`config.mk`:
```
export PLATFORM = sky130hd
export DESIGN_NAME = fpm_decode
export DESIGN_NICKNAME = d
export VERILOG_FILES = /design/src/fpm_prot_check.v /design/src/fpm_decode.v
export VERILOG_INCLUDE_DIRS = /design/src
export SDC_FILE = /design/constraint.sdc
export NUM_CORES = 1
export LEC_CHECK = 0
export BUFFER_PORTS_ARGS = -buffer_cell sky130_fd_sc_hd__buf_4
export CAP_MARGIN = 30
export CORE_MARGIN = 2
export CORE_UTILIZATION = 35
export DETAILED_ROUTE_END_ITERATION = 6
export GPL_ROUTABILITY_DRIVEN = 0
export PLACE_DENSITY_LB_ADDON = 0.1
export SKIP_LAST_GASP = 1
export SLEW_MARGIN = 20
export SYNTH_ARGS = -nofsm -noshare
export SYNTH_HDL_FRONTEND = slang
export SYNTH_SLANG_ARGS = --single-unit
```
`constraint.sdc`:
```
create_clock -name clock -period 3.35 [get_ports clock]
set_clock_uncertainty 0.05 [all_clocks]
set_input_delay 0.67 -clock clock [delete_from_list [all_inputs] [get_ports clock]]
set_output_delay 0.67 -clock clock [all_outputs]
set_load 0.01 [all_outputs]
```
`src/fpm_defs.vh`:
```
// Behaviour
// - flash reads answer over cpu addresses 4000 to ffff as three 16 kb pages
// - middle window 8000 to bfff maps onto the page named by page select
// - page select 3e or 3f shows a fixed low or high page twice
// - page select 30 to 3f: four values per block, blocks 3,2,1,0, quarters in order
// - a block whose protection open bit shows protection is wholly protected
// - each block has independently enabled lower and higher protected areas
// - low area 8000 up to 81ff/83ff/87ff/8fff; high area f800/f000/e000/c000 to ffff
// - control and status registers decode at base plus 100 through base plus 10f
// - the 16 byte protection and security field sits in flash block 0
// - ff00-ff07 keys, ff0a-ff0d block 3..0 protection bytes, ff0f option byte
// - bytes base plus 104 to 10b exist per block, chosen by bank select bits
`ifndef FPM_DEFS_VH
`define FPM_DEFS_VH
// cpu window edges
`define FPM_CPU_LO        16'h4000
`define FPM_MID_LO        16'h8000
`define FPM_MID_HI        16'hbfff
`define FPM_TOP_LO        16'hc000
// page select values
`define FPM_PAGE_BASE     8'h30
`define FPM_PAGE_FIX_LO   8'h3e
`define FPM_PAGE_FIX_HI   8'h3f
// block relative protected area edges
`define FPM_LOW_AREA_LO   16'h8000
`define FPM_LOW_UNIT      16'h0200
`define FPM_HIGH_AREA_HI  16'hffff
`define FPM_HIGH_UNIT     16'h0800
// register space offsets from base
`define FPM_REG_LO        16'h0100
`define FPM_REG_HI        16'h010f
`define FPM_BANK_LO       4'h4
`define FPM_BANK_HI       4'hb
// protection and security field in block 0, block relative
`define FPM_CFG_BASE      16'hff00
`define FPM_CFG_KEY_LAST  4'h7
`define FPM_CFG_PROT_B3   4'ha
`define FPM_CFG_PROT_B0   4'hd
`define FPM_CFG_OPT       4'hf
`endif

```
`src/fpm_prot_check.v`:
```
`timescale 1ns/1ps
`include "fpm_defs.vh"
module fpm_prot_check (
  input  wire [15:0] rel_addr,
  input  wire        prot_open,
  input  wire        low_en,
  input  wire [1:0]  low_size,
  input  wire        high_en,
  input  wire [1:0]  high_size,
  output wire        protected_hit
);
  wire [15:0] low_last;
  wire [15:0] high_first;
  wire        in_low;
  wire        in_high;

  // low area grows upward from 8000, high area downward from ffff
  assign low_last   = `FPM_LOW_AREA_LO + (`FPM_LOW_UNIT << low_size) - 16'h0001;
  assign high_first = `FPM_HIGH_AREA_HI - (`FPM_HIGH_UNIT << high_size) + 16'h0001;
  assign in_low     = low_en && (rel_addr >= `FPM_LOW_AREA_LO) && (rel_addr <= low_last);
  assign in_high    = high_en && (rel_addr >= high_first);
  // a closed block overrides both areas
  assign protected_hit = !prot_open || in_low || in_high;
endmodule

```
`src/fpm_decode.v`:
```
`timescale 1ns/1ps
`include "fpm_defs.vh"
module fpm_decode #(
  parameter [15:0] REG_BASE = 16'h0000
) (
  input  wire        clock,
  input  wire        reset,
  input  wire        access_valid,
  input  wire        access_prog,
  input  wire [15:0] cpu_addr,
  input  wire [7:0]  page_select_register,
  input  wire [3:0]  protection_open_bit,
  input  wire [3:0]  low_area_en,
  input  wire [7:0]  low_area_size,
  input  wire [3:0]  high_area_en,
  input  wire [7:0]  high_area_size,
  input  wire [1:0]  bank_select_bits,
  output reg         flash_hit_r,
  output reg  [1:0]  flash_block_r,
  output reg  [15:0] block_addr_r,
  output reg         protected_r,
  output reg         cfg_key_hit_r,
  output reg         cfg_prot_hit_r,
  output reg  [1:0]  cfg_prot_block_r,
  output reg         cfg_opt_hit_r,
  output reg         reg_hit_r,
  output reg  [3:0]  reg_offset_r,
  output reg         reg_banked_r,
  output reg  [1:0]  reg_bank_r
);
  reg  [7:0]  page_nxt;
  reg         hit_nxt;
  reg  [1:0]  block_nxt;
  reg  [15:0] rel_nxt;
  wire [3:0]  blk_prot;
  wire [15:0] reg_rel;
  wire        reg_in;
  wire [3:0]  reg_off;
  wire        cfg_in;
  wire [3:0]  cfg_off;
  // window and field decode
  wire        lo_win;
  wire        mid_win;
  wire        top_win;
  wire        key_in;
  wire        prot_byte_in;
  wire        opt_in;
  wire        bank_off;
  // next values of the output flops
  reg         flash_hit_nxt;
  reg  [1:0]  flash_block_nxt;
  reg  [15:0] block_addr_nxt;
  reg         protected_nxt;
  reg         cfg_key_hit_nxt;
  reg         cfg_prot_hit_nxt;
  reg  [1:0]  cfg_prot_block_nxt;
  reg         cfg_opt_hit_nxt;
  reg         reg_hit_nxt;
  reg  [3:0]  reg_offset_nxt;
  reg         reg_banked_nxt;
  reg  [1:0]  reg_bank_nxt;

  // the three 16 kb cpu windows; anything below 4000 belongs to other
  // memories and never reaches the page logic
  assign lo_win  = (cpu_addr >= `FPM_CPU_LO) && (cpu_addr < `FPM_MID_LO);
  assign mid_win = (cpu_addr >= `FPM_MID_LO) && (cpu_addr <= `FPM_MID_HI);
  assign top_win = (cpu_addr >= `FPM_TOP_LO);

  // page choice: the fixed windows behave as pages 3e and 3f, so a middle
  // window set to either simply aliases them
  always @*
  begin
    page_nxt  = page_select_register;
    hit_nxt   = 1'b0;
    block_nxt = 2'b00;
    rel_nxt   = 16'h0000;
    if (lo_win || mid_win || top_win)
    begin
      if (lo_win)
        page_nxt = `FPM_PAGE_FIX_LO;
      else if (top_win)
        page_nxt = `FPM_PAGE_FIX_HI;
      else
        page_nxt = page_select_register;
      // only 30..3f reach flash; other pages belong to other memories
      if ((page_nxt & 8'hf0) == `FPM_PAGE_BASE)
      begin
        hit_nxt   = 1'b1;
        block_nxt = ~page_nxt[3:2];
        rel_nxt   = {page_nxt[1:0], cpu_addr[13:0]};
      end
    end
  end

  // one checker per block, result picked by the decoded block; four
  // comparators cost area but keep the block select out of the compare
  // path, so the verdict settles as early as the address does
  genvar gi;
  generate
    for (gi = 0; gi < 4; gi = gi + 1)
    begin : g_blk
      fpm_prot_check u_chk (
        .rel_addr      (rel_nxt),
        .prot_open     (protection_open_bit[gi]),
        .low_en        (low_area_en[gi]),
        .low_size      (low_area_size[2*gi+1:2*gi]),
        .high_en       (high_area_en[gi]),
        .high_size     (high_area_size[2*gi+1:2*gi]),
        .protected_hit (blk_prot[gi])
      );
    end
  endgenerate

  // register space decode; wrap below base falls outside the window.
  // a base that overlaps flash lets both hits rise, the caller arbitrates
  assign reg_rel = cpu_addr - REG_BASE;
  assign reg_in  = (cpu_addr >= REG_BASE) && (reg_rel >= `FPM_REG_LO)
                   && (reg_rel <= `FPM_REG_HI);
  assign reg_off = reg_rel[3:0];

  // protection and security field lives only in block 0
  assign cfg_in  = hit_nxt && (block_nxt == 2'b00)
                   && ((rel_nxt & 16'hfff0) == `FPM_CFG_BASE);
  assign cfg_off = rel_nxt[3:0];

  // the reserved bytes ff08, ff09 and ff0e match none of these, so
  // a stray access there raises no field flag at all
  assign key_in       = cfg_in && (cfg_off <= `FPM_CFG_KEY_LAST);
  assign prot_byte_in = cfg_in && (cfg_off >= `FPM_CFG_PROT_B3)
                        && (cfg_off <= `FPM_CFG_PROT_B0);
  assign opt_in       = cfg_in && (cfg_off == `FPM_CFG_OPT);
  // banked bytes sit at offsets 4..b of the sixteen
  assign bank_off     = (reg_off >= `FPM_BANK_LO) && (reg_off <= `FPM_BANK_HI);

  // next values; strobe gating happens here so the flops below stay plain
  // and every output is valid one cycle after the request
  always @*
  begin
    flash_hit_nxt      = access_valid && hit_nxt;
    flash_block_nxt    = block_nxt;
    block_addr_nxt     = rel_nxt;
    // reads never flag; only program or erase targets are judged
    protected_nxt      = access_valid && access_prog && hit_nxt
                         && blk_prot[block_nxt];
    cfg_key_hit_nxt    = access_valid && key_in;
    cfg_prot_hit_nxt   = access_valid && prot_byte_in;
    // ff0a is block 3 down to ff0d block 0; meaningless outside that span
    cfg_prot_block_nxt = 2'b11 - (cfg_off[1:0] - 2'b10);
    cfg_opt_hit_nxt    = access_valid && opt_in;
    reg_hit_nxt        = access_valid && reg_in;
    reg_offset_nxt     = reg_off;
    reg_banked_nxt     = access_valid && reg_in && bank_off;
    // unbanked bytes report copy 0
    reg_bank_nxt       = bank_off ? bank_select_bits : 2'b00;
  end

  // flash position; block and address run free, only the hit flag says
  // whether the decode belongs to a real request
  always @(posedge clock)
  begin
    if (reset)
    begin
      flash_hit_r   <= 1'b0;
      flash_block_r <= 2'b00;
      block_addr_r  <= 16'h0000;
    end
    else
    begin
      flash_hit_r   <= flash_hit_nxt;
      flash_block_r <= flash_block_nxt;
      block_addr_r  <= block_addr_nxt;
    end
  end

  // protection verdict for the command logic; held low in reset so no
  // command can be refused before the first real request
  always @(posedge clock)
  begin
    if (reset)
    begin
      protected_r <= 1'b0;
    end
    else
    begin
      protected_r <= protected_nxt;
    end
  end

  // protection and security field hits; the block number is only
  // meaningful while the protection byte flag is high
  always @(posedge clock)
  begin
    if (reset)
    begin
      cfg_key_hit_r    <= 1'b0;
      cfg_prot_hit_r   <= 1'b0;
      cfg_prot_block_r <= 2'b00;
      cfg_opt_hit_r    <= 1'b0;
    end
    else
    begin
      cfg_key_hit_r    <= cfg_key_hit_nxt;
      cfg_prot_hit_r   <= cfg_prot_hit_nxt;
      cfg_prot_block_r <= cfg_prot_block_nxt;
      cfg_opt_hit_r    <= cfg_opt_hit_nxt;
    end
  end

  // register space hits; offset and bank run free like the flash address,
  // so a consumer must qualify them with the hit flags
  always @(posedge clock)
  begin
    if (reset)
    begin
      reg_hit_r    <= 1'b0;
      reg_offset_r <= 4'h0;
      reg_banked_r <= 1'b0;
      reg_bank_r   <= 2'b00;
    end
    else
    begin
      reg_hit_r    <= reg_hit_nxt;
      reg_offset_r <= reg_offset_nxt;
      reg_banked_r <= reg_banked_nxt;
      reg_bank_r   <= reg_bank_nxt;
    end
  end
endmodule

```
* After elaboration in Yosys (flattened, before gate mapping)
Index checks and enable logic that the tools add are counted.
** Operators by class
- Add/sub/neg operators :: 18
- Multipliers :: 0
- Divide/modulo/power cells :: 0
- Order comparisons :: 23
- Equal/unequal tests :: 3
- Shifts and indexed selects :: 8
- Multiplexer cells :: 11
- Bitwise operators :: 2
- Reductions and logical operators :: 48
** Operators with widths (count)
- adder 16 x 1 -> 16 bit, second input constant :: 4
- adder 16 bit, first input constant :: 4
- >= comparator 16 bit :: 4
- <= comparator 16 bit :: 4
- left shift 10 x 2 -> 16 bit, first input constant :: 4
- left shift 12 x 2 -> 16 bit, first input constant :: 4
- subtractor 16 x 1 -> 16 bit, second input constant :: 4
- subtractor 16 bit, first input constant :: 4
- >= comparator 16 bit, second input constant :: 3
- logical AND 1 bit :: 32
- 2-to-1 mux 16 bit :: 2
- 2-to-1 mux 8 bit :: 3
- >= comparator 16 x 1 -> 1 bit, second input constant :: 1
- >= comparator 16 x 15 -> 1 bit, second input constant :: 1
- >= comparator 16 x 9 -> 1 bit, second input constant :: 1
- <= comparator 16 bit, second input constant :: 1
- <= comparator 16 x 9 -> 1 bit, second input constant :: 1
- less-than comparator 16 bit, second input constant :: 1
- == test 12 bit, second input constant :: 1
- logical OR 1 bit :: 10
- <= comparator 4 bit, second input constant :: 2
- == test 4 x 2 -> 1 bit, second input constant :: 1
- == test 4 bit, second input constant :: 1
- >= comparator 4 x 3 -> 1 bit, second input constant :: 1
- other kinds (13) :: 19
** Word-level totals
- Register bits after elaboration :: 33
- Latch bits :: 0
- RAM bits :: 0
- ROM bits :: 0
- Input port bits :: 58
- Output and inout port bits :: 33
- Word-level logic and storage cells :: 125
- Memories :: 0

* Logic depth before layout (Yosys ltp)
- Depth in word-level cells :: 16
- Gate-level depth with buffers :: 12
- Depth with buffers taken out :: 12

* Modules after synthesis
A second synthesis with hierarchy kept.
** Second synthesis, totals
- Cell total of the unflattened synthesis :: 247
- Area total of the unflattened synthesis :: 2172.1 µm²
** By module, submodules not included
- fpm_decode :: instances 1, cells an instance 115, area each 1156.1 µm², seq. area each 640.6 µm²
- fpm_prot_check :: instances 4, cells an instance 33, area each 254.0 µm², seq. area each 0.0 µm²

* Worst setup path before layout
Ideal clock, no wire load.
- Path type :: input to register
- Start :: input port cpu_addr[15]
- End :: register protected_r
- Setup time :: 123 ps
- Data arrival time :: 2631 ps
- Required time :: 3177 ps
- Path slack :: 545 ps
- Stages :: 11
- Path buffers :: 0
- Path through :: and3b_2 > a21o_4 > and2_1 > ha_1 > and2_1 > o311ai_0 > a31oi_1 > and4b_1 > nor3_1 > a22o_1 > o41ai_1
** On the way
- Cells in the longest elaborated chain, start to end :: 15
- Elaborated cells on any way between the ends :: 53
- Classes of those cells :: 14 x order compare; 1 x eq/ne; 11 x mux; 1 x bitwise; 26 x reduce/logical
** RTL lines
- start: declaration :: RTL line fpm_decode.v:10 : input wire [15:0] cpu_addr,
- >= comparator 16 bit (no line), or another cell as far along
- 2-to-1 mux 8 bit or logical AND 1 bit (tied branches) :: RTL line fpm_decode.v:81, fpm_decode.v:65
- 2-to-1 mux 8 bit :: RTL line fpm_decode.v:79 : if (lo_win)
- 2-to-1 mux 8 bit :: RTL line fpm_decode.v:77 : if (lo_win || mid_win || top_win)
- == test 4 x 2 -> 1 bit (no line)
- 2-to-1 mux 16 bit :: RTL line fpm_decode.v:86 : if ((page_nxt & 8'hf0) == `FPM_PAGE_BASE)
- 2-to-1 mux 16 bit :: RTL line fpm_decode.v:77
- >= comparator 16 bit (no line)
- logical AND 1 bit (2 in series) :: RTL line fpm_prot_check.v:20 : assign in_low = low_en && (rel_addr >= `FPM_LOW_AREA_LO) && (rel_addr <= low_last);
- logical OR 1 bit (2 in series) :: RTL line fpm_prot_check.v:23 : assign protected_hit = !prot_open || in_low || in_high;
- binary-select mux 1 bit (select 2 bit) :: RTL line fpm_decode.v:144 : && blk_prot[block_nxt];
- 2-to-1 mux 1 bit (not written as such) :: RTL line fpm_decode.v:144
- logical AND 1 bit * :: RTL line fpm_decode.v:144
- end signal: assignment :: RTL line fpm_decode.v:185 : protected_r <= protected_nxt;
- end: declaration :: RTL line fpm_decode.v:21 : output reg protected_r,
Every way passes the cells marked *; elsewhere a longest branch is shown, timed or not. The select of a mux whose other input is x is not followed.
A chain may end at the register's enable or synchronous reset.

* Worst setup path in the final report
Same ends and word-level chain as after synthesis.

==> flow_metrics.tcl <==
set metrics [dict create \
    setup_tns_ps 0 \
    avgRoutedWirePerCell_um 15.0 \
    ys.flop_type "dfxtp_1" \
    core_area_um2 6390 \
    p_leak_nw 1.50 \
    worstSetupPathType "primary input to flip-flop" \
    grt_max_degree 20 \
    status "finished clean" \
    synth_top_area_share_pct 27.5 \
    wirelength_um 6700 \
    start_util_pct 36.5 \
    cts_resized 0 \
    cts-root-buf "clkbuf_8" \
    slew_headroom_pct 62.9 \
    drt_iter0_drc 141 \
    syn_area_per_cell_um2 8.44 \
    synthAdderAreaFrac_pct 19.5 \
    via_count 2331 \
    synthSimpleGateAreaFrac_pct 32.8 \
    slowest_stage "ha_1" \
    cts_sinks 32 \
    max-vdd-ir-drop_mv 0.373 \
    synth_compound_area_share_pct 14.1 \
    syn_inst 276 \
    drive_gt1_share_pct 30.5 \
    min_to "flash_block_r[1]$_SDFF_PP0_" \
    syn_to_final_growth_pct 37.0 \
    cp_max_fo 9 \
    rsz0062_at_grt "false" \
    ys_warn_count 0 \
    p_per_area_nw_per_um2 324 \
    worstHoldPathCells 2 \
    fin_crit_sh_pct 89.0 \
    slew_viol_final 0 \
    synthMuxAreaShare_pct 0 \
    first_global_vias 2227 \
    synth_area_um2 2330 \
    ys_ff_latch 32 \
    synth-async-reset-ratio_pct 0 \
    postCtsHoldBufs 0 \
    synth_top_family_by_area "simple AND/OR/NAND/NOR gates" \
    first_pass_iters 5 \
    grt_pass1_wl_um 10800 \
    via_per_inst 5.21 \
    worst_ep_required_time_ps 3460 \
    synthTopCellsByCount "ha_1 (33), dfxtp_1 (32), nand2_1 (20), and2_1 (19)" \
    synth_area_leader_cell "dfxtp_1" \
    synth_cell_types 53 \
    yosysMostFrequentCell "ha_1" \
    crit_path_end_kind "flip-flop" \
    yosysSeqAreaShare_pct 27.5 \
    h-tree-depth 2 \
    drtAntennaViolNets 0 \
    antenna_cells 0 \
    period_needed_ps 2980 \
    rows 29 \
    worst_pin_slew_ps 549 \
    hold_path.class "primary input to flip-flop" \
    start_kind "primary input" \
    timing.final.hold_violations 0 \
    cp_cell_sequence "buf_4 > and3b_2 > a21o_4 > and2_1 > ha_1 > and2_1 > o311ai_0 > a31oi_1 > and4b_1 > nor3_1 > a22o_1 > o41ai_1" \
    fp.dieArea_um2 7320 \
    synth_area_leaders "dfxtp_1 (28%), ha_1 (18%), and2_1 (5.1%)" \
    dieHeight_um 85.6 \
    synth-edff-count 0 \
    drc 0 \
    antenna_found_initial 0 \
    synth_xor_xnor_area_share_pct 1.88 \
    setup_viol 0 \
    finalNetCount 460 \
    numCtsBuffers 5 \
    pre_cts_ws_ps 116 \
    cp_common_cell "and2_1" \
    worstPathArrival_ps 3090 \
    cts_tree "yes" \
    critPathMaxStageDelay_ps 350 \
    fmax_mhz 335 \
    path_clk_slew_ps 70 \
    die_x_um 85.6 \
    grt_usage_pct 18.4 \
    post-dp-hpwl_um 5630 \
    synth_nets 367 \
    min_from "page_select_register[3]" \
    cap_violations 0 \
    clockBufferDepth 2 \
    post_cts_buffers 0 \
    gr-total-overflow 0 \
    ioPinCount 91 \
    io_buffers 90 \
    fin_ws_ps 369 \
]
[power by group]
part / internal, mW / switching, mW / total [mW]
Sequential: 0.394 / 0.00389 / 0.398
Clock: 0.221 / 0.140 / 0.361
Combinational: 0.136 / 0.139 / 0.276
[per-stage QoR]
step	instances	hold slack (ps)	total power, mW	util (%)	instance area [um2]
after floorplan	276	699	0.555	-	2330
after global placement	439	834	0.680	48.3	3080
after detailed placement	439	833	0.683	48.3	3080
after CTS	447	536	1.04	49.9	3190
after global routing	447	537	1.09	49.9	3190
final	447	542	1.03	49.9	3190
[registers in the layout, summed over array words and instances (netlist names)]
name              flops
protected_r           1
reg_offset_r          4
flash_hit_r           1
reg_banked_r          1
flash_block_r         2
cfg_prot_block_r      1
cfg_opt_hit_r         1
cfg_prot_hit_r        1
reg_hit_r             1
cfg_key_hit_r         1
block_addr_r         16
reg_bank_r            2
[worst max path at each step]
stage                       startpoint                      to  depth (start not counted)
after floorplan           cpu_addr[15]  protected_r$_SDFF_PP0_                         11
after global placement    cpu_addr[15]  protected_r$_SDFF_PP0_                         12
after detailed placement  cpu_addr[15]  protected_r$_SDFF_PP0_                         12
after CTS                 cpu_addr[15]  protected_r$_SDFF_PP0_                         12
after global routing      cpu_addr[15]  protected_r$_SDFF_PP0_                         12
final                     cpu_addr[15]  protected_r$_SDFF_PP0_                         12
[cell families after synthesis]
logic type               Yosys count
buffers and inverters             24
XOR/XNOR                           5
AO/OA/AOI/OAI                     42
flip-flops                        32
adder cells (fa/ha/maj)           37
AND/OR/NAND/NOR                  136
[metal layers]
metal  vias to the layer above  global-route usage, %  wire, um
met5                         -                      0         0
met3                         8                   2.60       387
met2                        84                   30.7      3220
met4                         0                   6.35       124
met1                      1058                   24.4      2970
li1                       1181                      -         -
[worst max-delay path, delay by kind of cell]
kind / cells / cell delay [ps]
simple gates: 5 / 1080
compound gates: 5 / 840
fa+ha+maj: 1 / 350
buf+inv: 1 / 140
[layout by cell type, fill, tap and decap left out, types with 3 or more instances in the layout]
cell type	instances
maj3_1	4
and2_1	19
o21ai_0	6
nand2_1	20
xnor2_1	5
nand2b_1	13
o21a_1	3
dfxtp_1	32
or2_2	8
nor4_1	5
a31oi_1	7
inv_1	18
ha_1	33
nand3_1	9
nand4_1	9
a21oi_1	3
nor2b_1	7
buf_4	91
nor2_1	18
nor3_1	12
clkbuf_8	5
[area by class of cell]
type	instances	area, um2
sequential	32	641
inverter	19	71.3
timing repair buffer	91	683
fill	640	3200
tap	77	96.3
multi-input combinational	220	1590
clock inverter	2	35.0
clock buffer	6	72.6
No activity file was read; power rests on OpenSTA's default activity.
